==> config.mk <==
export PLATFORM = sky130hd
export DESIGN_NAME = wdt_cgc_top
export DESIGN_NICKNAME = d
export VERILOG_FILES = /design/src/inc/wdt_cgc_pkg.sv /design/src/clock_gen_unit.sv /design/src/wdt_cgc_top.sv /design/src/wdt_counter.sv
export VERILOG_INCLUDE_DIRS = /design/src /design/src/inc
export SDC_FILE = /design/constraint.sdc
export NUM_CORES = 1
export LEC_CHECK = 0
export BUFFER_PORTS_ARGS = -buffer_cell sky130_fd_sc_hd__buf_2
export CAP_MARGIN = 40
export CORE_MARGIN = 10
export CORE_UTILIZATION = 35
export CTS_BUF_LIST = sky130_fd_sc_hd__clkbuf_16
export DETAILED_ROUTE_END_ITERATION = 8
export GPL_TIMING_DRIVEN = 0
export SYNTH_ARGS = -nofsm -noshare
export SYNTH_HDL_FRONTEND = slang
export SYNTH_SLANG_ARGS = --single-unit
==> constraint.sdc <==
create_clock -name I_CLOCK -period 4.3 [get_ports I_CLOCK]
set_input_delay 0 -clock I_CLOCK [delete_from_list [all_inputs] [get_ports I_CLOCK]]
set_output_delay 0 -clock I_CLOCK [all_outputs]
set_load 0.02 [all_outputs]
==> src/inc/wdt_cgc_defines.svh <==
// constants for the watchdog and clock generator control block
`ifndef WDT_CGC_DEFINES_SVH
`define WDT_CGC_DEFINES_SVH

// ----------------------------------------------------------------------
// register byte offsets
// ----------------------------------------------------------------------
`define REG_MODE_OFFSET 5'h00
`define REG_COMMAND_OFFSET 5'h04
`define REG_STATUS_OFFSET 5'h08
`define REG_MASK_OFFSET 5'h0C
`define REG_STATE_OFFSET 5'h10
`define REG_CONFIG_OFFSET 5'h14

// ----------------------------------------------------------------------
// field positions
// ----------------------------------------------------------------------
`define MODE_WDT_ENABLE_BIT 0
`define MODE_PERIOD_LSB 1
`define MODE_PERIOD_MSB 2
`define MODE_FAULT_TO_RESET_BIT 3
`define MODE_DIV_BYPASS_BIT 4
`define MODE_PD_LSB 5
`define MODE_PD_MSB 6
`define CMD_WDT_CLEAR_BIT 0
`define CFG_EXT_CLOCK_BIT 0
`define CFG_ENHANCED_BIT 1
`define EVT_TIMEOUT_BIT 0
`define EVT_PD_ENTRY_BIT 1
`define EVT_WAKE_BIT 2
`define EVT_WIDTH 3

// ----------------------------------------------------------------------
// reset values
// ----------------------------------------------------------------------
`define MODE_RESET 7'h09
`define CONFIG_RESET 2'h2
`define MASK_RESET 3'h0

// ----------------------------------------------------------------------
// timing counts
// ----------------------------------------------------------------------
`define WDT_PULSE_CYCLES 3'h5
`define WDT_PERIOD_BASE_CYCLES 24'h010000

`endif

==> src/inc/wdt_cgc_pkg.sv <==
// types for the watchdog and clock generator control block
package wdt_cgc_pkg;

  typedef enum logic [1:0] {
    PD_RUN,
    PD_FIRST_IDLE_MODE,
    PD_SECOND_IDLE_MODE,
    PD_STOP
  } pd_mode_t;

endpackage

==> src/clock_gen_unit.sv <==
// clock generator: samples the crystal terminal, divides or bypasses
`timescale 1ns/1ps
`default_nettype none

module clock_gen_unit (
  input wire logic i_clk,
  input wire logic i_rst_n,
  input wire logic i_crystal_in,
  input wire logic i_bypass,
  input wire logic i_ext_clock,
  input wire logic i_stop_osc,
  output logic o_gen_clock,
  output logic o_crystal_out
);

  logic xtal_meta_ff;
  logic xtal_sync_ff;
  logic xtal_prev_ff;
  logic gen_ff;
  logic xout_ff;
  logic rising;
  logic bypass_eff;

  // sampled at the system rate: input must stay well below a quarter of it
  assign rising = xtal_sync_ff & ~xtal_prev_ff;
  assign bypass_eff = i_bypass & ~i_ext_clock;

  always_ff @(posedge i_clk) begin
    if (!i_rst_n) begin
      xtal_meta_ff <= 1'b0;
      xtal_sync_ff <= 1'b0;
      xtal_prev_ff <= 1'b0;
      gen_ff <= 1'b0;
      xout_ff <= 1'b1;
    end else begin
      xtal_meta_ff <= i_crystal_in;
      xtal_sync_ff <= xtal_meta_ff;
      xtal_prev_ff <= xtal_sync_ff;
      if (i_stop_osc) begin
        gen_ff <= 1'b0;
      end else if (bypass_eff) begin
        gen_ff <= xtal_sync_ff;
      end else if (rising) begin
        gen_ff <= ~gen_ff;
      end
      if (!i_stop_osc) begin
        xout_ff <= ~xtal_sync_ff;
      end
    end
  end

  assign o_gen_clock = gen_ff;
  assign o_crystal_out = xout_ff;

endmodule // clock_gen_unit

`default_nettype wire

==> src/wdt_cgc_top.sv <==
// watchdog and clock generator / power-down control, Avalon-MM slave
//
// Local design decisions: the Avalon-MM register port and the address map.
`timescale 1ns/1ps
`default_nettype none
`include "wdt_cgc_defines.svh"

module wdt_cgc_top #(
  parameter logic [23:0] WDT_PERIOD_BASE = `WDT_PERIOD_BASE_CYCLES
) (
  input wire logic I_CLOCK,
  input wire logic I_RST_N,
  input wire logic [4:0] I_AVS_ADDRESS,
  input wire logic I_AVS_READ,
  input wire logic I_AVS_WRITE,
  input wire logic [31:0] I_AVS_WRITEDATA,
  input wire logic [3:0] I_AVS_BYTEENABLE,
  output logic [31:0] O_AVS_READDATA,
  output logic O_AVS_WAITREQUEST,
  input wire logic I_CRYSTAL_TERMINAL_IN,
  output logic O_CRYSTAL_TERMINAL_OUT,
  output logic O_GENERATOR_CLOCK_OUTPUT,
  input wire logic I_RESET_PIN_N,
  input wire logic I_HALT,
  input wire logic I_WAKE,
  output logic O_WATCHDOG_FAULT_N,
  output logic O_CPU_CLOCK_EN,
  output logic O_PARALLEL_PORT_CLOCK_EN,
  output logic O_SERIAL_IO_CLOCK_EN,
  output logic O_COUNTER_TIMER_CLOCK_EN,
  output logic O_IRQ
);

  // --------------------------------------------------------------------
  // register storage
  // --------------------------------------------------------------------
  logic [6:0] mode_ff;
  logic [1:0] config_ff;
  logic [2:0] status_ff;
  logic [2:0] mask_ff;
  logic wait_ff;
  logic [31:0] rdata_ff;
  logic irq_ff;
  logic clear_ff;
  logic rstpin_meta_ff;
  logic rstpin_sync_ff;
  wdt_cgc_pkg::pd_mode_t pd_ff;
  wdt_cgc_pkg::pd_mode_t nxt_pd;
  logic cpu_en_ff;
  logic pio_en_ff;
  logic sio_en_ff;
  logic ctc_en_ff;

  // --------------------------------------------------------------------
  // bus decode
  // --------------------------------------------------------------------
  logic req;
  logic wr_take;
  logic rd_prep;
  logic lane0;
  logic sel_mode;
  logic sel_cmd;
  logic sel_status;
  logic sel_mask;
  logic sel_state;
  logic sel_config;
  logic wr_mode;
  logic wr_status;
  logic wr_mask;
  logic wr_config;
  logic wr_clear;
  logic [31:0] rd_mux;

  assign req = I_AVS_READ | I_AVS_WRITE;
  // first cycle of a request prepares data, second completes it
  assign rd_prep = req & wait_ff;
  assign wr_take = I_AVS_WRITE & ~wait_ff;
  assign lane0 = I_AVS_BYTEENABLE[0];
  assign sel_mode = I_AVS_ADDRESS == `REG_MODE_OFFSET;
  assign sel_cmd = I_AVS_ADDRESS == `REG_COMMAND_OFFSET;
  assign sel_status = I_AVS_ADDRESS == `REG_STATUS_OFFSET;
  assign sel_mask = I_AVS_ADDRESS == `REG_MASK_OFFSET;
  assign sel_state = I_AVS_ADDRESS == `REG_STATE_OFFSET;
  assign sel_config = I_AVS_ADDRESS == `REG_CONFIG_OFFSET;
  assign wr_mode = wr_take & lane0 & sel_mode;
  assign wr_status = wr_take & lane0 & sel_status;
  assign wr_mask = wr_take & lane0 & sel_mask;
  assign wr_config = wr_take & lane0 & sel_config;
  assign wr_clear = wr_take & lane0 & sel_cmd &
                    I_AVS_WRITEDATA[`CMD_WDT_CLEAR_BIT];

  // --------------------------------------------------------------------
  // sub-units
  // --------------------------------------------------------------------
  logic ext_reset;
  logic wdt_halted;
  logic stop_osc;
  logic wdt_fault_n;
  logic wdt_timeout;
  logic wdt_counting;
  logic gen_clock;
  logic crystal_out;

  assign ext_reset = ~rstpin_sync_ff;
  assign wdt_halted = pd_ff != wdt_cgc_pkg::PD_RUN;
  assign stop_osc = pd_ff == wdt_cgc_pkg::PD_STOP;

  wdt_counter #(
    .PERIOD_BASE(WDT_PERIOD_BASE)
  ) u_wdt (
    .i_clk(I_CLOCK),
    .i_rst_n(I_RST_N),
    .i_enable(mode_ff[`MODE_WDT_ENABLE_BIT]),
    .i_halted(wdt_halted),
    .i_clear(clear_ff),
    .i_ext_reset(ext_reset),
    .i_fault_to_reset(mode_ff[`MODE_FAULT_TO_RESET_BIT]),
    .i_period_sel(mode_ff[`MODE_PERIOD_MSB:`MODE_PERIOD_LSB]),
    .o_fault_n(wdt_fault_n),
    .o_timeout(wdt_timeout),
    .o_counting(wdt_counting)
  );

  clock_gen_unit u_cgc (
    .i_clk(I_CLOCK),
    .i_rst_n(I_RST_N),
    .i_crystal_in(I_CRYSTAL_TERMINAL_IN),
    .i_bypass(mode_ff[`MODE_DIV_BYPASS_BIT]),
    .i_ext_clock(config_ff[`CFG_EXT_CLOCK_BIT]),
    .i_stop_osc(stop_osc),
    .o_gen_clock(gen_clock),
    .o_crystal_out(crystal_out)
  );

  // --------------------------------------------------------------------
  // power-down mode control
  // --------------------------------------------------------------------
  wdt_cgc_pkg::pd_mode_t pd_req;
  logic ext_clk;
  logic enhanced;
  logic pd_allowed;
  logic pd_enter;
  logic pd_leave;

  assign pd_req = wdt_cgc_pkg::pd_mode_t'(mode_ff[`MODE_PD_MSB:`MODE_PD_LSB]);
  assign ext_clk = config_ff[`CFG_EXT_CLOCK_BIT];
  assign enhanced = config_ff[`CFG_ENHANCED_BIT];
  // refused halts simply keep the part running
  assign pd_allowed = ~ext_clk |
                      (enhanced & (pd_req == wdt_cgc_pkg::PD_SECOND_IDLE_MODE));
  assign pd_enter = (pd_ff == wdt_cgc_pkg::PD_RUN) & I_HALT & pd_allowed &
                    (pd_req != wdt_cgc_pkg::PD_RUN);
  assign pd_leave = (pd_ff != wdt_cgc_pkg::PD_RUN) & (I_WAKE | ext_reset);

  always_comb begin
    nxt_pd = pd_ff;
    case (pd_ff)
      wdt_cgc_pkg::PD_RUN: begin
        if (pd_enter) begin
          nxt_pd = pd_req;
        end
      end
      wdt_cgc_pkg::PD_FIRST_IDLE_MODE,
      wdt_cgc_pkg::PD_SECOND_IDLE_MODE,
      wdt_cgc_pkg::PD_STOP: begin
        if (pd_leave) begin
          nxt_pd = wdt_cgc_pkg::PD_RUN;
        end
      end
      default: begin
        nxt_pd = wdt_cgc_pkg::PD_RUN;
      end
    endcase
  end

  logic nxt_run;
  logic nxt_ctc;

  assign nxt_run = nxt_pd == wdt_cgc_pkg::PD_RUN;
  assign nxt_ctc = nxt_run | (nxt_pd == wdt_cgc_pkg::PD_SECOND_IDLE_MODE);

  // --------------------------------------------------------------------
  // events and interrupt
  // --------------------------------------------------------------------
  logic [2:0] evt;
  logic [2:0] clr_bits;
  logic [2:0] nxt_status;

  assign evt = {pd_leave, pd_enter, wdt_timeout};
  assign clr_bits = wr_status ? I_AVS_WRITEDATA[2:0] : 3'h0;
  // set wins over a same-cycle write-one-to-clear
  assign nxt_status = (status_ff & ~clr_bits) | evt;

  // --------------------------------------------------------------------
  // read mux
  // --------------------------------------------------------------------
  logic [31:0] state_word;

  assign state_word = {28'h0000000, pd_ff, wdt_counting, ~wdt_fault_n};
  assign rd_mux = sel_mode ? {25'h0000000, mode_ff} :
                  sel_status ? {29'h00000000, status_ff} :
                  sel_mask ? {29'h00000000, mask_ff} :
                  sel_state ? state_word :
                  sel_config ? {30'h00000000, config_ff} :
                  32'h00000000;

  // --------------------------------------------------------------------
  // registers
  // --------------------------------------------------------------------
  always_ff @(posedge I_CLOCK) begin
    if (!I_RST_N) begin
      wait_ff <= 1'b1;
      rdata_ff <= 32'h00000000;
    end else begin
      wait_ff <= ~rd_prep;
      if (rd_prep) begin
        rdata_ff <= I_AVS_READ ? rd_mux : 32'h00000000;
      end
    end
  end

  always_ff @(posedge I_CLOCK) begin
    if (!I_RST_N) begin
      mode_ff <= `MODE_RESET;
      config_ff <= `CONFIG_RESET;
      mask_ff <= `MASK_RESET;
    end else begin
      if (wr_mode) begin
        mode_ff <= I_AVS_WRITEDATA[6:0];
      end
      if (wr_config) begin
        config_ff <= I_AVS_WRITEDATA[1:0];
      end
      if (wr_mask) begin
        mask_ff <= I_AVS_WRITEDATA[2:0];
      end
    end
  end

  always_ff @(posedge I_CLOCK) begin
    if (!I_RST_N) begin
      status_ff <= 3'h0;
      irq_ff <= 1'b0;
      clear_ff <= 1'b0;
    end else begin
      status_ff <= nxt_status;
      irq_ff <= |(nxt_status & mask_ff);
      clear_ff <= wr_clear;
    end
  end

  always_ff @(posedge I_CLOCK) begin
    if (!I_RST_N) begin
      rstpin_meta_ff <= 1'b1;
      rstpin_sync_ff <= 1'b1;
    end else begin
      rstpin_meta_ff <= I_RESET_PIN_N;
      rstpin_sync_ff <= rstpin_meta_ff;
    end
  end

  always_ff @(posedge I_CLOCK) begin
    if (!I_RST_N) begin
      pd_ff <= wdt_cgc_pkg::PD_RUN;
      cpu_en_ff <= 1'b1;
      pio_en_ff <= 1'b1;
      sio_en_ff <= 1'b1;
      ctc_en_ff <= 1'b1;
    end else begin
      pd_ff <= nxt_pd;
      cpu_en_ff <= nxt_run;
      pio_en_ff <= nxt_run;
      sio_en_ff <= nxt_run;
      ctc_en_ff <= nxt_ctc;
    end
  end

  // --------------------------------------------------------------------
  // outputs
  // --------------------------------------------------------------------
  assign O_AVS_READDATA = rdata_ff;
  assign O_AVS_WAITREQUEST = wait_ff;
  assign O_IRQ = irq_ff;
  assign O_WATCHDOG_FAULT_N = wdt_fault_n;
  // generator output is never used internally
  assign O_GENERATOR_CLOCK_OUTPUT = gen_clock;
  assign O_CRYSTAL_TERMINAL_OUT = crystal_out;
  assign O_CPU_CLOCK_EN = cpu_en_ff;
  assign O_PARALLEL_PORT_CLOCK_EN = pio_en_ff;
  assign O_SERIAL_IO_CLOCK_EN = sio_en_ff;
  assign O_COUNTER_TIMER_CLOCK_EN = ctc_en_ff;

endmodule // wdt_cgc_top

`default_nettype wire

==> src/wdt_counter.sv <==
// watchdog timeout counter and fault output shaping
`timescale 1ns/1ps
`default_nettype none
`include "wdt_cgc_defines.svh"

module wdt_counter #(
  parameter logic [23:0] PERIOD_BASE = `WDT_PERIOD_BASE_CYCLES
) (
  input wire logic i_clk,
  input wire logic i_rst_n,
  input wire logic i_enable,
  input wire logic i_halted,
  input wire logic i_clear,
  input wire logic i_ext_reset,
  input wire logic i_fault_to_reset,
  input wire logic [1:0] i_period_sel,
  output logic o_fault_n,
  output logic o_timeout,
  output logic o_counting
);

  logic [23:0] cnt_ff;
  logic [2:0] pulse_ff;
  logic fault_n_ff;
  logic timeout_ff;
  logic [23:0] limit;
  logic release_all;
  logic active;
  logic expire;

  // period grows by four per select step
  assign limit = PERIOD_BASE << {i_period_sel, 1'b0};
  assign release_all = i_clear | i_ext_reset | ~i_enable;
  assign active = i_enable & ~i_halted & fault_n_ff;
  assign expire = active & (cnt_ff == limit - 24'h000001);

  always_ff @(posedge i_clk) begin
    if (!i_rst_n) begin
      cnt_ff <= 24'h000000;
      pulse_ff <= 3'h0;
      fault_n_ff <= 1'b1;
      timeout_ff <= 1'b0;
    end else begin
      timeout_ff <= expire & ~release_all;
      if (release_all) begin
        cnt_ff <= 24'h000000;
        fault_n_ff <= 1'b1;
        pulse_ff <= 3'h0;
      end else if (expire) begin
        cnt_ff <= 24'h000000;
        fault_n_ff <= 1'b0;
        pulse_ff <= `WDT_PULSE_CYCLES - 3'h1;
      end else if (!fault_n_ff) begin
        // pulse mode ends by itself; held mode waits for a clear, a pin reset or a disable
        if (i_fault_to_reset) begin
          if (pulse_ff == 3'h0) begin
            fault_n_ff <= 1'b1;
          end else begin
            pulse_ff <= pulse_ff - 3'h1;
          end
        end
      end else if (active) begin
        cnt_ff <= cnt_ff + 24'h000001;
      end
    end
  end

  assign o_fault_n = fault_n_ff;
  assign o_timeout = timeout_ff;
  assign o_counting = active;

endmodule // wdt_counter

`default_nettype wire
# After elaboration in Yosys (flattened, before gate mapping)
# Index checks and enable logic that the tools add are counted.
# op_classes
addsub	3
eq_ne	13
n_shift	1
muxes	20
n_bitwise	43
reduce_logical	16
# ops
op	n
24-bit by 1-bit adder with 24-bit output, second input constant	1
24-bit equality test	1
17-bit by 3-bit left shift with 24-bit output, first input constant	1
24-bit by 1-bit subtractor with 24-bit output, second input constant	1
1-bit AND	20
3-bit two-way mux	5
7-bit two-way mux	2
1-bit inverter	13
4-bit two-way mux	3
5-bit by 4-bit equality test with 1-bit output, second input constant	2
5-bit equality test, second input constant	2
3-bit OR reduction	3
2-bit equality test, second input constant	4
2-bit nonzero test	4
3-bit AND	2
1-bit two-way mux	6
2-bit two-way mux	3
1-bit OR	6
3-bit AND reduction	2
5-bit by 3-bit equality test with 1-bit output, second input constant	1
5-bit zero test	1
2-bit zero test	2
2-bit one-hot mux with 2 select lines	1
2-bit OR reduction	2
other kinds (8)	8
# totals
reg_bits	90
in_bits	49
out_inout_bits	41
elab_cells	119

# Longest topological paths before layout
# Gate-level depths: netlist of the first run.
# depth
depth_word	10
ltp_mapped	7
depth_no_buf	6

# Hierarchy
# A second synthesis of the first run with hierarchy kept.
# hier_totals
hier_cells	375
area_unflattened_um2	3295.7
# by_module_without_submodules
mod	n_inst	cells_per_inst	area_each_um2
wdt_cgc_top	1	186	1671.6
wdt_counter	1	171	1448.9
clock_gen_unit	1	18	175.2

# Worst setup path after synthesis of the first run
# Ideal clock, no wire load.
# synth_path
path_type	reg-to-reg
from	register mode_ff[2]
to	register u_wdt.cnt_ff[0]
arrival_ps	1742
t_required_ps	4168
slack_ps	2426
stages_incl_launch_ff	6
path_buffers	1
synth_period_minus_slack_ps	1874
path_cell_list	dfxtp_1 > a211o_1 > a221o_1 > nor4_4 > buf_6 > nor3_1
# synth_between
elab_chain_cells	5
# synth_lines
item	line	text
start, declared	wdt_cgc_top.sv:37	logic [6:0] mode_ff;
start signal, assigned	wdt_cgc_top.sv:224	mode_ff <= `MODE_RESET;
start signal, assigned	wdt_cgc_top.sv:229	mode_ff <= I_AVS_WRITEDATA[6:0];
17-bit by 3-bit left shift with 24-bit output	wdt_counter.sv:32	assign limit = PERIOD_BASE << {i_period_sel, 1'b0};
24-bit by 1-bit subtractor with 24-bit output	wdt_counter.sv:35	assign expire = active & (cnt_ff == limit - 24'h000001);
24-bit equality test	wdt_counter.sv:35	
1-bit AND	wdt_counter.sv:35	
3-bit OR reduction (no source line)	n/a	
end signal, assigned	wdt_counter.sv:63	cnt_ff <= cnt_ff + 24'h000001;
end, declared	wdt_counter.sv:22	logic [23:0] cnt_ff;
# No other way between the ends.
# A chain may end at the register's enable or synchronous reset.

# Final worst setup path of the first run
# layout_path
from	register u_wdt.cnt_ff[0]
to	register u_wdt.cnt_ff[6]
# layout_between
elab_chain_cells	3
elab_cells_between_ends	4
cone_classes	add/sub (1); eq/ne (1); bitwise (1); reduce/logical (1)
# layout_lines
item
parallel branches: the longest is 3 deep, another holds 24-bit by 1-bit adder with 24-bit output
# Parallel ways; which one is timed is not known.

==> results.txt, run 1 <==
- Result of the run: finished clean
- Of the total power, the share spent switching nets is 23.83%.
- In this run the worst path has a maximum fanout of 10.
- In the synthesized netlist the dominant register cell turns out to be sky130_fd_sc_hd__dfxtp_1.
- Filler Cells Inserted: 921
- Number of input and output port buffers inserted: 35
- Dividing the final minimum period by the clock period gives 52.68%.
- CTS tree: yes
* Final Skew: 8.639 ps
* Max Transition Viols Final: 0
* Global-route usage over all layers: 12.20%
* Setup TNS: 0 ps
- The clock reaches the later pin of the worst-skew pair after 330 ps.
- Weighted congestion reported at the end of routability-driven placement: 0.8724
- Overflow left after global routing: 0
* Total half-perimeter wirelength after legalization and detailed placement: 6.160 mm
* DRT Wirelength: 8.245 mm
* Power density over cell area: 357.2 nW/um^2
- Setup violations remaining at the end of the flow were counted as 0.
- In this run, the combinational gates consume 7.4% of the power.
* Fraction of the yosys area taken by sequential cells: 39.97%
- Synth Instances: 369
* Critical path required time: 4490 ps
- Kind of launch point of the worst setup path: flop
* CTS H-Tree Depth: 3
* RSZ-0062 raised after global routing: false
- The area growth from synthesis to layout is 24.79%.
- Worst hold path type: input port to flop
- Post-layout nets: 501
- Dividing the detail-routed wire length by the instance count gives 14.59 microns.
* Total internal power: 1.105 mW
- Number of warning messages in the yosys log: 0
- Utilization after layout: 44.39%
* Initial antenna violation count: 0
- Maxcap violations: 0
* Effective utilization at floorplan: 35.57%
* Count of endpoints failing hold in the final timing report: 0
* Standard-cell row count: 35
- The synthesized design contains 0 enable-type register cells.
* Async SR Flop Fraction: 0%
- Clock-pin transition on the worst setup and hold timing paths: 60 ps
* Type of destination of the critical path: flop
- After clock tree synthesis, the setup repair step added 0 buffers.
* Iteration count of the initial detailed-routing pass: 4
- The floorplan step defined a core boundary enclosing 9153 sq um.
- The tree is rooted in a sky130_fd_sc_hd__clkbuf_16.
- In this run the vertical extent of the chip is 116.4 microns.
- The mapped netlist covers 3256 sq um.
- In this run, CTS created clock tree buffers numbering 9.
- The via count of the first global-routing pass came to 2742.
- The first global-routing pass estimated 13.34 mm of wire.
- In this run the power spent charging and discharging nets is 0.3458 mW.
- In the routed design, unresolved DRC markers number 0.
* Peak Freq: 0.4415 GHz
* Slew HR: 51.35%
- Area post-placement: 3660 sq um
- Actual slew at the worst max-slew pin: 724.2 ps
- Number of nets with antenna violations after routing: 0
- Post-synthesis area per instance: 8.823 sq um
- In the routed layout, each cell is associated on average with a via count of 5.129.
- Die Span X: 116.4 microns
- Layout cell share with drive strength beyond 1: 20.70%
* Leakage component of the power: 1.622 nW
- After clock tree synthesis, the repair step resized 0 gates.
* Register bit total from synthesis: 65
* WS Path Type: flop to flop
- Power share of the sequential group: 42.3%
- Area of the die: 13560 sq um
- Data on the critical path arrives at its endpoint at 2450 ps.
- Clock Power Share: 50.3%
- Clock tree sinks: 65
- Final cell area excluding filler cells: 4063 sq um
* Number of distinct standard cells referenced by the synthesized netlist: 62
- Time the worst path needs with I/O delays and setup: 2265 ps
- Clock Tree Buf Depth: 2
* Number of top-level pins: 90
* Maximum number of pins on one net before global-route repair: 14
* Peak supply drop: 0.2322 mV
- Number of DRC markers after the initial detailed-route iteration: 178
* Via count of the routed design: 2898
- 0 antenna diodes ended up in the layout.
-- power by group through the flow --
stage / combinational (mW) / clock (mW) / sequential, mW
after floorplan: 0.0701 / 0 / 0.628
after global placement: 0.0983 / 0 / 0.627
after detailed placement: 0.0989 / 0 / 0.627
after CTS: 0.106 / 0.749 / 0.614
after global routing: 0.119 / 0.779 / 0.614
final: 0.107 / 0.730 / 0.614
-- repair_timing --
| action | in CTS | in global routing |
|---|---|---|
| hold buffers | 10 | 0 |
| setup endpoints to repair | 0 | 0 |
| endpoints found under the hold margin | 15 | 0 |
-- final timing paths --
path / slack (ps) / end / startpoint / cells after the start
setup reg to reg: 2030 / u_wdt.cnt_ff[6]$_SDFFE_PP0P_ / u_wdt.cnt_ff[0]$_SDFFE_PP0P_ / 7
hold / removal: 70 / clear_ff$_SDFF_PN0_ / I_AVS_ADDRESS[0] / 4
setup / recovery: 2030 / u_wdt.cnt_ff[6]$_SDFFE_PP0P_ / u_wdt.cnt_ff[0]$_SDFFE_PP0P_ / 7
hold reg to reg: 400 / rstpin_sync_ff$_SDFF_PN1_ / rstpin_meta_ff$_SDFF_PN1_ / 1
-- cell families after synthesis --
kind of cell,Yosys count,synth area share [%]
XOR/XNOR,12,3.228
multiplexers,12,3.690
AO/OA/AOI/OAI,71,15.45
adder cells (fa/ha/maj),3,1.153
buffers and inverters,55,9.876
other,1,0.1152
flip-flops,65,39.97
AND/OR/NAND/NOR,150,26.52
-- critical path, stage by stage (launching register included) --
cell and delay [ps]:
sky130_fd_sc_hd__dfxtp_1 390, sky130_fd_sc_hd__ha_1 190, sky130_fd_sc_hd__and2_1 120, sky130_fd_sc_hd__clkbuf_1 270, sky130_fd_sc_hd__nand3_1 290, sky130_fd_sc_hd__nor4_4 570
sky130_fd_sc_hd__buf_6 240, sky130_fd_sc_hd__nor3_1 60
-- stage by stage --
| stage | setup slack [ps] | hold WS (ps) | std cells | total power [mW] |
|---|---|---|---|---|
| 3_3_place_gp | 2056 | 205.9 | 539 | 0.7251 |
| 3_5_place_dp | 2038 | 210.2 | 539 | 0.7260 |
| 2_1_floorplan | 2426 | 101.5 | 393 | 0.6984 |
| 5_1_grt | 1862 | 95.44 | 565 | 1.512 |
| 6_report | 2035 | 67.35 | 565 | 1.451 |
| 4_1_cts | 2009 | 46.87 | 565 | 1.469 |
-- state kept, by name, indices dropped and copies added, names as in the netlist, 2 cells and up --
register	flops
O_AVS_READDATA	7
config_ff	2
mask_ff	3
mode_ff	7
pd_ff	2
status_ff	3
u_wdt.cnt_ff	24
u_wdt.pulse_ff	3
-- cells in the mapped netlist (4+ instances only) --
library cell / number / area share (%)
sky130_fd_sc_hd__clkbuf_1: 12 / 1.4
sky130_fd_sc_hd__xor2_1: 8 / 2.2
sky130_fd_sc_hd__o21ai_0: 11 / 1.7
sky130_fd_sc_hd__buf_4: 27 / 6.2
sky130_fd_sc_hd__nand4_1: 12 / 2.3
sky130_fd_sc_hd__nand2b_1: 6 / 1.2
sky130_fd_sc_hd__nand3_1: 13 / 2.0
sky130_fd_sc_hd__or4_1: 8 / 1.8
sky130_fd_sc_hd__and2_1: 6 / 1.2
sky130_fd_sc_hd__nand2_1: 23 / 2.7
sky130_fd_sc_hd__nor2b_1: 5 / 0.96
sky130_fd_sc_hd__o31ai_1: 6 / 1.4
sky130_fd_sc_hd__nor2_1: 26 / 3.0
sky130_fd_sc_hd__nor3_1: 16 / 2.5
sky130_fd_sc_hd__a21oi_1: 11 / 1.7
sky130_fd_sc_hd__a211oi_1: 9 / 2.1
sky130_fd_sc_hd__a22oi_1: 5 / 1.2
sky130_fd_sc_hd__mux2i_1: 12 / 3.7
sky130_fd_sc_hd__buf_2: 5 / 0.77
sky130_fd_sc_hd__and4_1: 4 / 1.1
sky130_fd_sc_hd__xnor2_1: 4 / 1.1
sky130_fd_sc_hd__or3_1: 4 / 0.77
sky130_fd_sc_hd__and3_1: 7 / 1.3
sky130_fd_sc_hd__inv_1: 8 / 0.92
sky130_fd_sc_hd__dfxtp_1: 65 / 40
-- cell usage in the layout, fill, tap and decap left out, types with 6 or more instances in the layout --
cell type / instances
sky130_fd_sc_hd__o21ai_0: 11
sky130_fd_sc_hd__dlygate4sd3_1: 10
sky130_fd_sc_hd__o31ai_1: 6
sky130_fd_sc_hd__inv_1: 8
sky130_fd_sc_hd__dfxtp_1: 65
sky130_fd_sc_hd__nor3_1: 16
sky130_fd_sc_hd__nor2_1: 26
sky130_fd_sc_hd__nand4_1: 12
sky130_fd_sc_hd__mux2i_1: 12
sky130_fd_sc_hd__nand3_1: 13
sky130_fd_sc_hd__nand2b_1: 6
sky130_fd_sc_hd__nand2_1: 23
sky130_fd_sc_hd__conb_1: 25
sky130_fd_sc_hd__clkbuf_1: 12
sky130_fd_sc_hd__a211oi_1: 9
sky130_fd_sc_hd__and2_1: 6
sky130_fd_sc_hd__buf_2: 40
sky130_fd_sc_hd__xor2_1: 8
sky130_fd_sc_hd__a21oi_1: 11
sky130_fd_sc_hd__or4_1: 8
sky130_fd_sc_hd__clkbuf_16: 9
sky130_fd_sc_hd__buf_4: 27
sky130_fd_sc_hd__and3_1: 7
-- area by class of cell --
cell class                      instances  area, sq um  share of cell area [%]
Clock buffer                            9        225.2                   5.544
Buffer                                 46        287.8                   7.083
Timing Repair Buffer                   45        275.3                   6.775
Inverter                                9        33.78                  0.8315
Multi-Input combinational cell        273         1723                   42.41
Clock inverter                          7        77.57                   1.909
Sequential cell                        65         1301                   32.03
Tap cell                              111        138.9                   3.419
-- metal layers --
layer | part of all wire, % | global-route usage [%]
met5 | 0 | 0
met4 | 0.65 | 4.003
met3 | 7.9 | 4.520
met2 | 46 | 19.49
met1 | 45 | 14.80
Note: power is estimated with default switching activity, not from simulation.
==> run 2: changes to the inputs <==
==> constraint.sdc (replaced) <==
create_clock -name I_CLOCK -period 2.1 [get_ports I_CLOCK]
set_input_delay 0 -clock I_CLOCK [delete_from_list [all_inputs] [get_ports I_CLOCK]]
set_output_delay 0 -clock I_CLOCK [all_outputs]
set_load 0.02 [all_outputs]
==> run 2 against run 1 <==
  * Wire length rose by 0.57%
  * Flip-flop and latch count did not move
  * Highest routed layer unchanged
  * Global-route usage barely moved
  * Critical path type unchanged
  * Sequential power rose by 110%
  * Via count rose by 0.93%
  * Non-clock buffer count rose by 2
  * Clock-buffer cell count did not move
  * Setup slack got worse by 1900 ps
  * Sequential share of layout area fell by 0.17 points
  * Clock power rose by 110%
  * Design area rose by 0.52%
  * Clock skew rose by 2.1 ps
==> results.txt, run 2 (same netlist as run 1, synthesis figures left out) <==
- Result of the run: finished clean
- The worst setup path is of the flop to flop kind.
- The worst-margin pin slew is 725.6 ps (+1.396 ps).
* Kind of launch point of the worst setup path: flop
- The critical path data arrival time is 2220 ps (-230 ps).
- Setup repair after global routing could not meet its margin everywhere.
- The clock period minus worst slack is 2012 ps (-252.6 ps).
- The part of the power in combinational logic is 7.4% (about the same).
* Number of DRC markers after the initial detailed-route iteration: 186 (+4.5%)
- The global placer's final weighted congestion came to 0.8724 (unchanged).
* Clock-pin transition on the worst setup and hold timing paths: 60 ps (about the same)
* Post-layout nets: 503 (+0.40%)
- Utilization after layout: 44.62% (+0.23 points)
* Final Skew: 10.76 ps (+2.119 ps)
- The worst setup path is captured at a flop.
- The starting utilization of the core area is 35.57% (unchanged).
* Standard-cell row count: 35 (unchanged)
- The reported max-cap violation count was 0 (unchanged).
- The count of H-tree levels built during CTS is 3 (unchanged).
* Initial antenna violation count: 0 (unchanged)
- Max FFs per register: 24 (unchanged)
* Tcrit/Tclk final: 95.83% (+43 points)
- Area of the die: 13560 sq um (unchanged)
* First-pass GRT wire length: 13.35 mm (about the same)
- Final hold slack: 65.37 ps (-1.978 ps)
- The required time reported for the critical path endpoint came to 2310 ps (-2180 ps).
- Leading cell type in the layout, fill and taps excluded: sky130_fd_sc_hd__dfxtp_1
- Clock Power Share: 50.3% (about the same)
- Core region area: 9153 sq um (unchanged)
- Leakage component of the power: 1.636 nW (+0.83%)
* Number of top-level pins: 90 (unchanged)
- The number of input and output port buffers inserted is 35 (unchanged).
- The count of pins over their slew limit is 0 (unchanged).
- Average detailed-routed wire length per instance: 14.62 microns (+0.22%)
- Number of DRC violations after detailed routing: 0 (unchanged)
- The maximum clock insertion buffer count is 2 (unchanged).
- Most used cells in the layout excluding fill and tap cells: sky130_fd_sc_hd__dfxtp_1 (65), sky130_fd_sc_hd__buf_2 (40), sky130_fd_sc_hd__buf_4 (29)
- The overflow left after global routing came to 0 (unchanged).
- Top reg by flops: u_wdt.cnt_ff
* Net switching share of the total power: 23.91% (+0.079 points)
- Die Span X: 116.4 microns (unchanged)
* Final setup violating endpoints: 0 (unchanged)
- Peak supply drop: 0.4778 mV (+110%)
* Maximum number of pins on one net before global-route repair: 14 (unchanged)
- The total clock buffers created by CTS was 9 (unchanged).
- The total power density per cell area came to 728.4 nW/um^2 (+100%).
* Via count of the routed design: 2925 (+0.93%)
- The achievable clock frequency was 0.4969 GHz (+13%).
- Total internal power: 2.264 mW (+100%)
- The wire length reported by the detailed router came to 8.292 mm (+0.57%).
* Antenna diodes: 0 (unchanged)
* Worst hold path type: input port to flop
* Critical path fanouts, max: 6 (-4)
- Clock tree sinks: 65 (unchanged)
* Filler Cells Inserted: 918 (-0.33%)
* Iteration count of the initial detailed-routing pass: 4 (unchanged)
- The clock latency reported for the late side of the worst-skew pair came to 330 ps (about the same).
- Via-per-instance ratio: 5.159 (+0.58%)
* Count of endpoints failing hold in the final timing report: 0 (unchanged)
* Power share of the sequential group: 42.3% (about the same)
- Final Total Pwr: 2.975 mW (+100%)
* Clock root buffer: sky130_fd_sc_hd__clkbuf_16
- Layout cell share with drive strength beyond 1: 21.49% (+0.79 points)
* Number of nets with antenna violations after routing: 0 (unchanged)
* Number of global-route vias before repair: 2757 (+0.55%)
* Slew HR: 51.26% (-0.094 points)
- Total half-perimeter wirelength after legalization and detailed placement: 6.160 mm (unchanged)
* Vertical extent of the die: 116.4 microns (unchanged)
- The switching power was 0.7112 mW (+110%).
- CTS tree: yes
* Global-route usage over all layers: 12.18% (-0.021 points)
* Synth-to-layout area growth: 25.44%
run 2: cell types whose count changed in the layout (fill, tap and decap cells not counted), sizes merged:
cell,delta
buf,+2
run 2: worst max-delay path, cell delays in order (launching register included):
cell	delay, ps
sky130_fd_sc_hd__dfxtp_1	390
sky130_fd_sc_hd__a211o_1	320
sky130_fd_sc_hd__a221o_1	410
sky130_fd_sc_hd__or4_1	590
sky130_fd_sc_hd__and3_1	190
run 2: worst paths after layout:
check	startpoint	to	slack, ps	depth (start not counted)
setup / recovery	mode_ff[2]$_SDFFE_PN0P_	u_wdt.cnt_ff[10]$_SDFFE_PP0P_	90	4
setup reg to reg	mode_ff[2]$_SDFFE_PN0P_	u_wdt.cnt_ff[10]$_SDFFE_PP0P_	90	4
hold / removal	I_AVS_ADDRESS[0]	clear_ff$_SDFF_PN0_	70	4
hold reg to reg	rstpin_meta_ff$_SDFF_PN1_	rstpin_sync_ff$_SDFF_PN1_	400	1
run 2: cell type report:
| cell class | instances | area [sq um] | area share (%) |
|---|---|---|---|
| Buffer | 46 | 289.0 | 7.077 |
| Clock inverter | 7 | 77.57 | 1.900 |
| Clock buffer | 9 | 225.2 | 5.515 |
| Inverter | 9 | 33.78 | 0.8272 |
| Timing Repair Buffer | 47 | 290.3 | 7.108 |
| Tap cell | 111 | 138.9 | 3.401 |
| Sequential cell | 65 | 1301 | 31.86 |
| Multi-Input combinational cell | 273 | 1728 | 42.31 |
run 2: what timing repair did:
item / 4_1_cts / 5_1_grt
setup buffers: 2 / 0
pin swaps: 1 / 1
resized for setup: 0 / 3
gates cloned: 0 / 0
endpoints found under the setup margin: 12 / 21
endpoints found under the hold margin: 15 / 0
hold buffers: 10 / 0
run 2: per-stage QoR:
step | worst slack [ps] | cell area (sq um) | cells | setup TNS, ps
global route | -4.382 | 4084 | 567 | -4.382
global placement | -144.2 | 3660 | 539 | -1439
floorplan | 226.5 | 3346 | 393 | 0
finish | 87.61 | 4084 | 567 | 0
detailed placement | -161.7 | 3660 | 539 | -1621
CTS | 30.74 | 4078 | 567 | 0
run 2: power by group through the flow:
stage | Sequential [mW] | Clock, mW | Combinational (mW)
global route | 1.26 | 1.59 | 0.243
CTS | 1.26 | 1.53 | 0.218
finish | 1.26 | 1.50 | 0.220
global placement | 1.28 | 0 | 0.201
detailed placement | 1.28 | 0 | 0.202
floorplan | 1.29 | 0 | 0.143
run 2: routing by layer:
metal	share of wire (%)	wire length (microns)	global-route usage (%)
met1	45	3758	14.77
met2	46	3832	19.53
met3	7.5	618	4.212
met4	0.99	82	4.337
met5	0	0	0
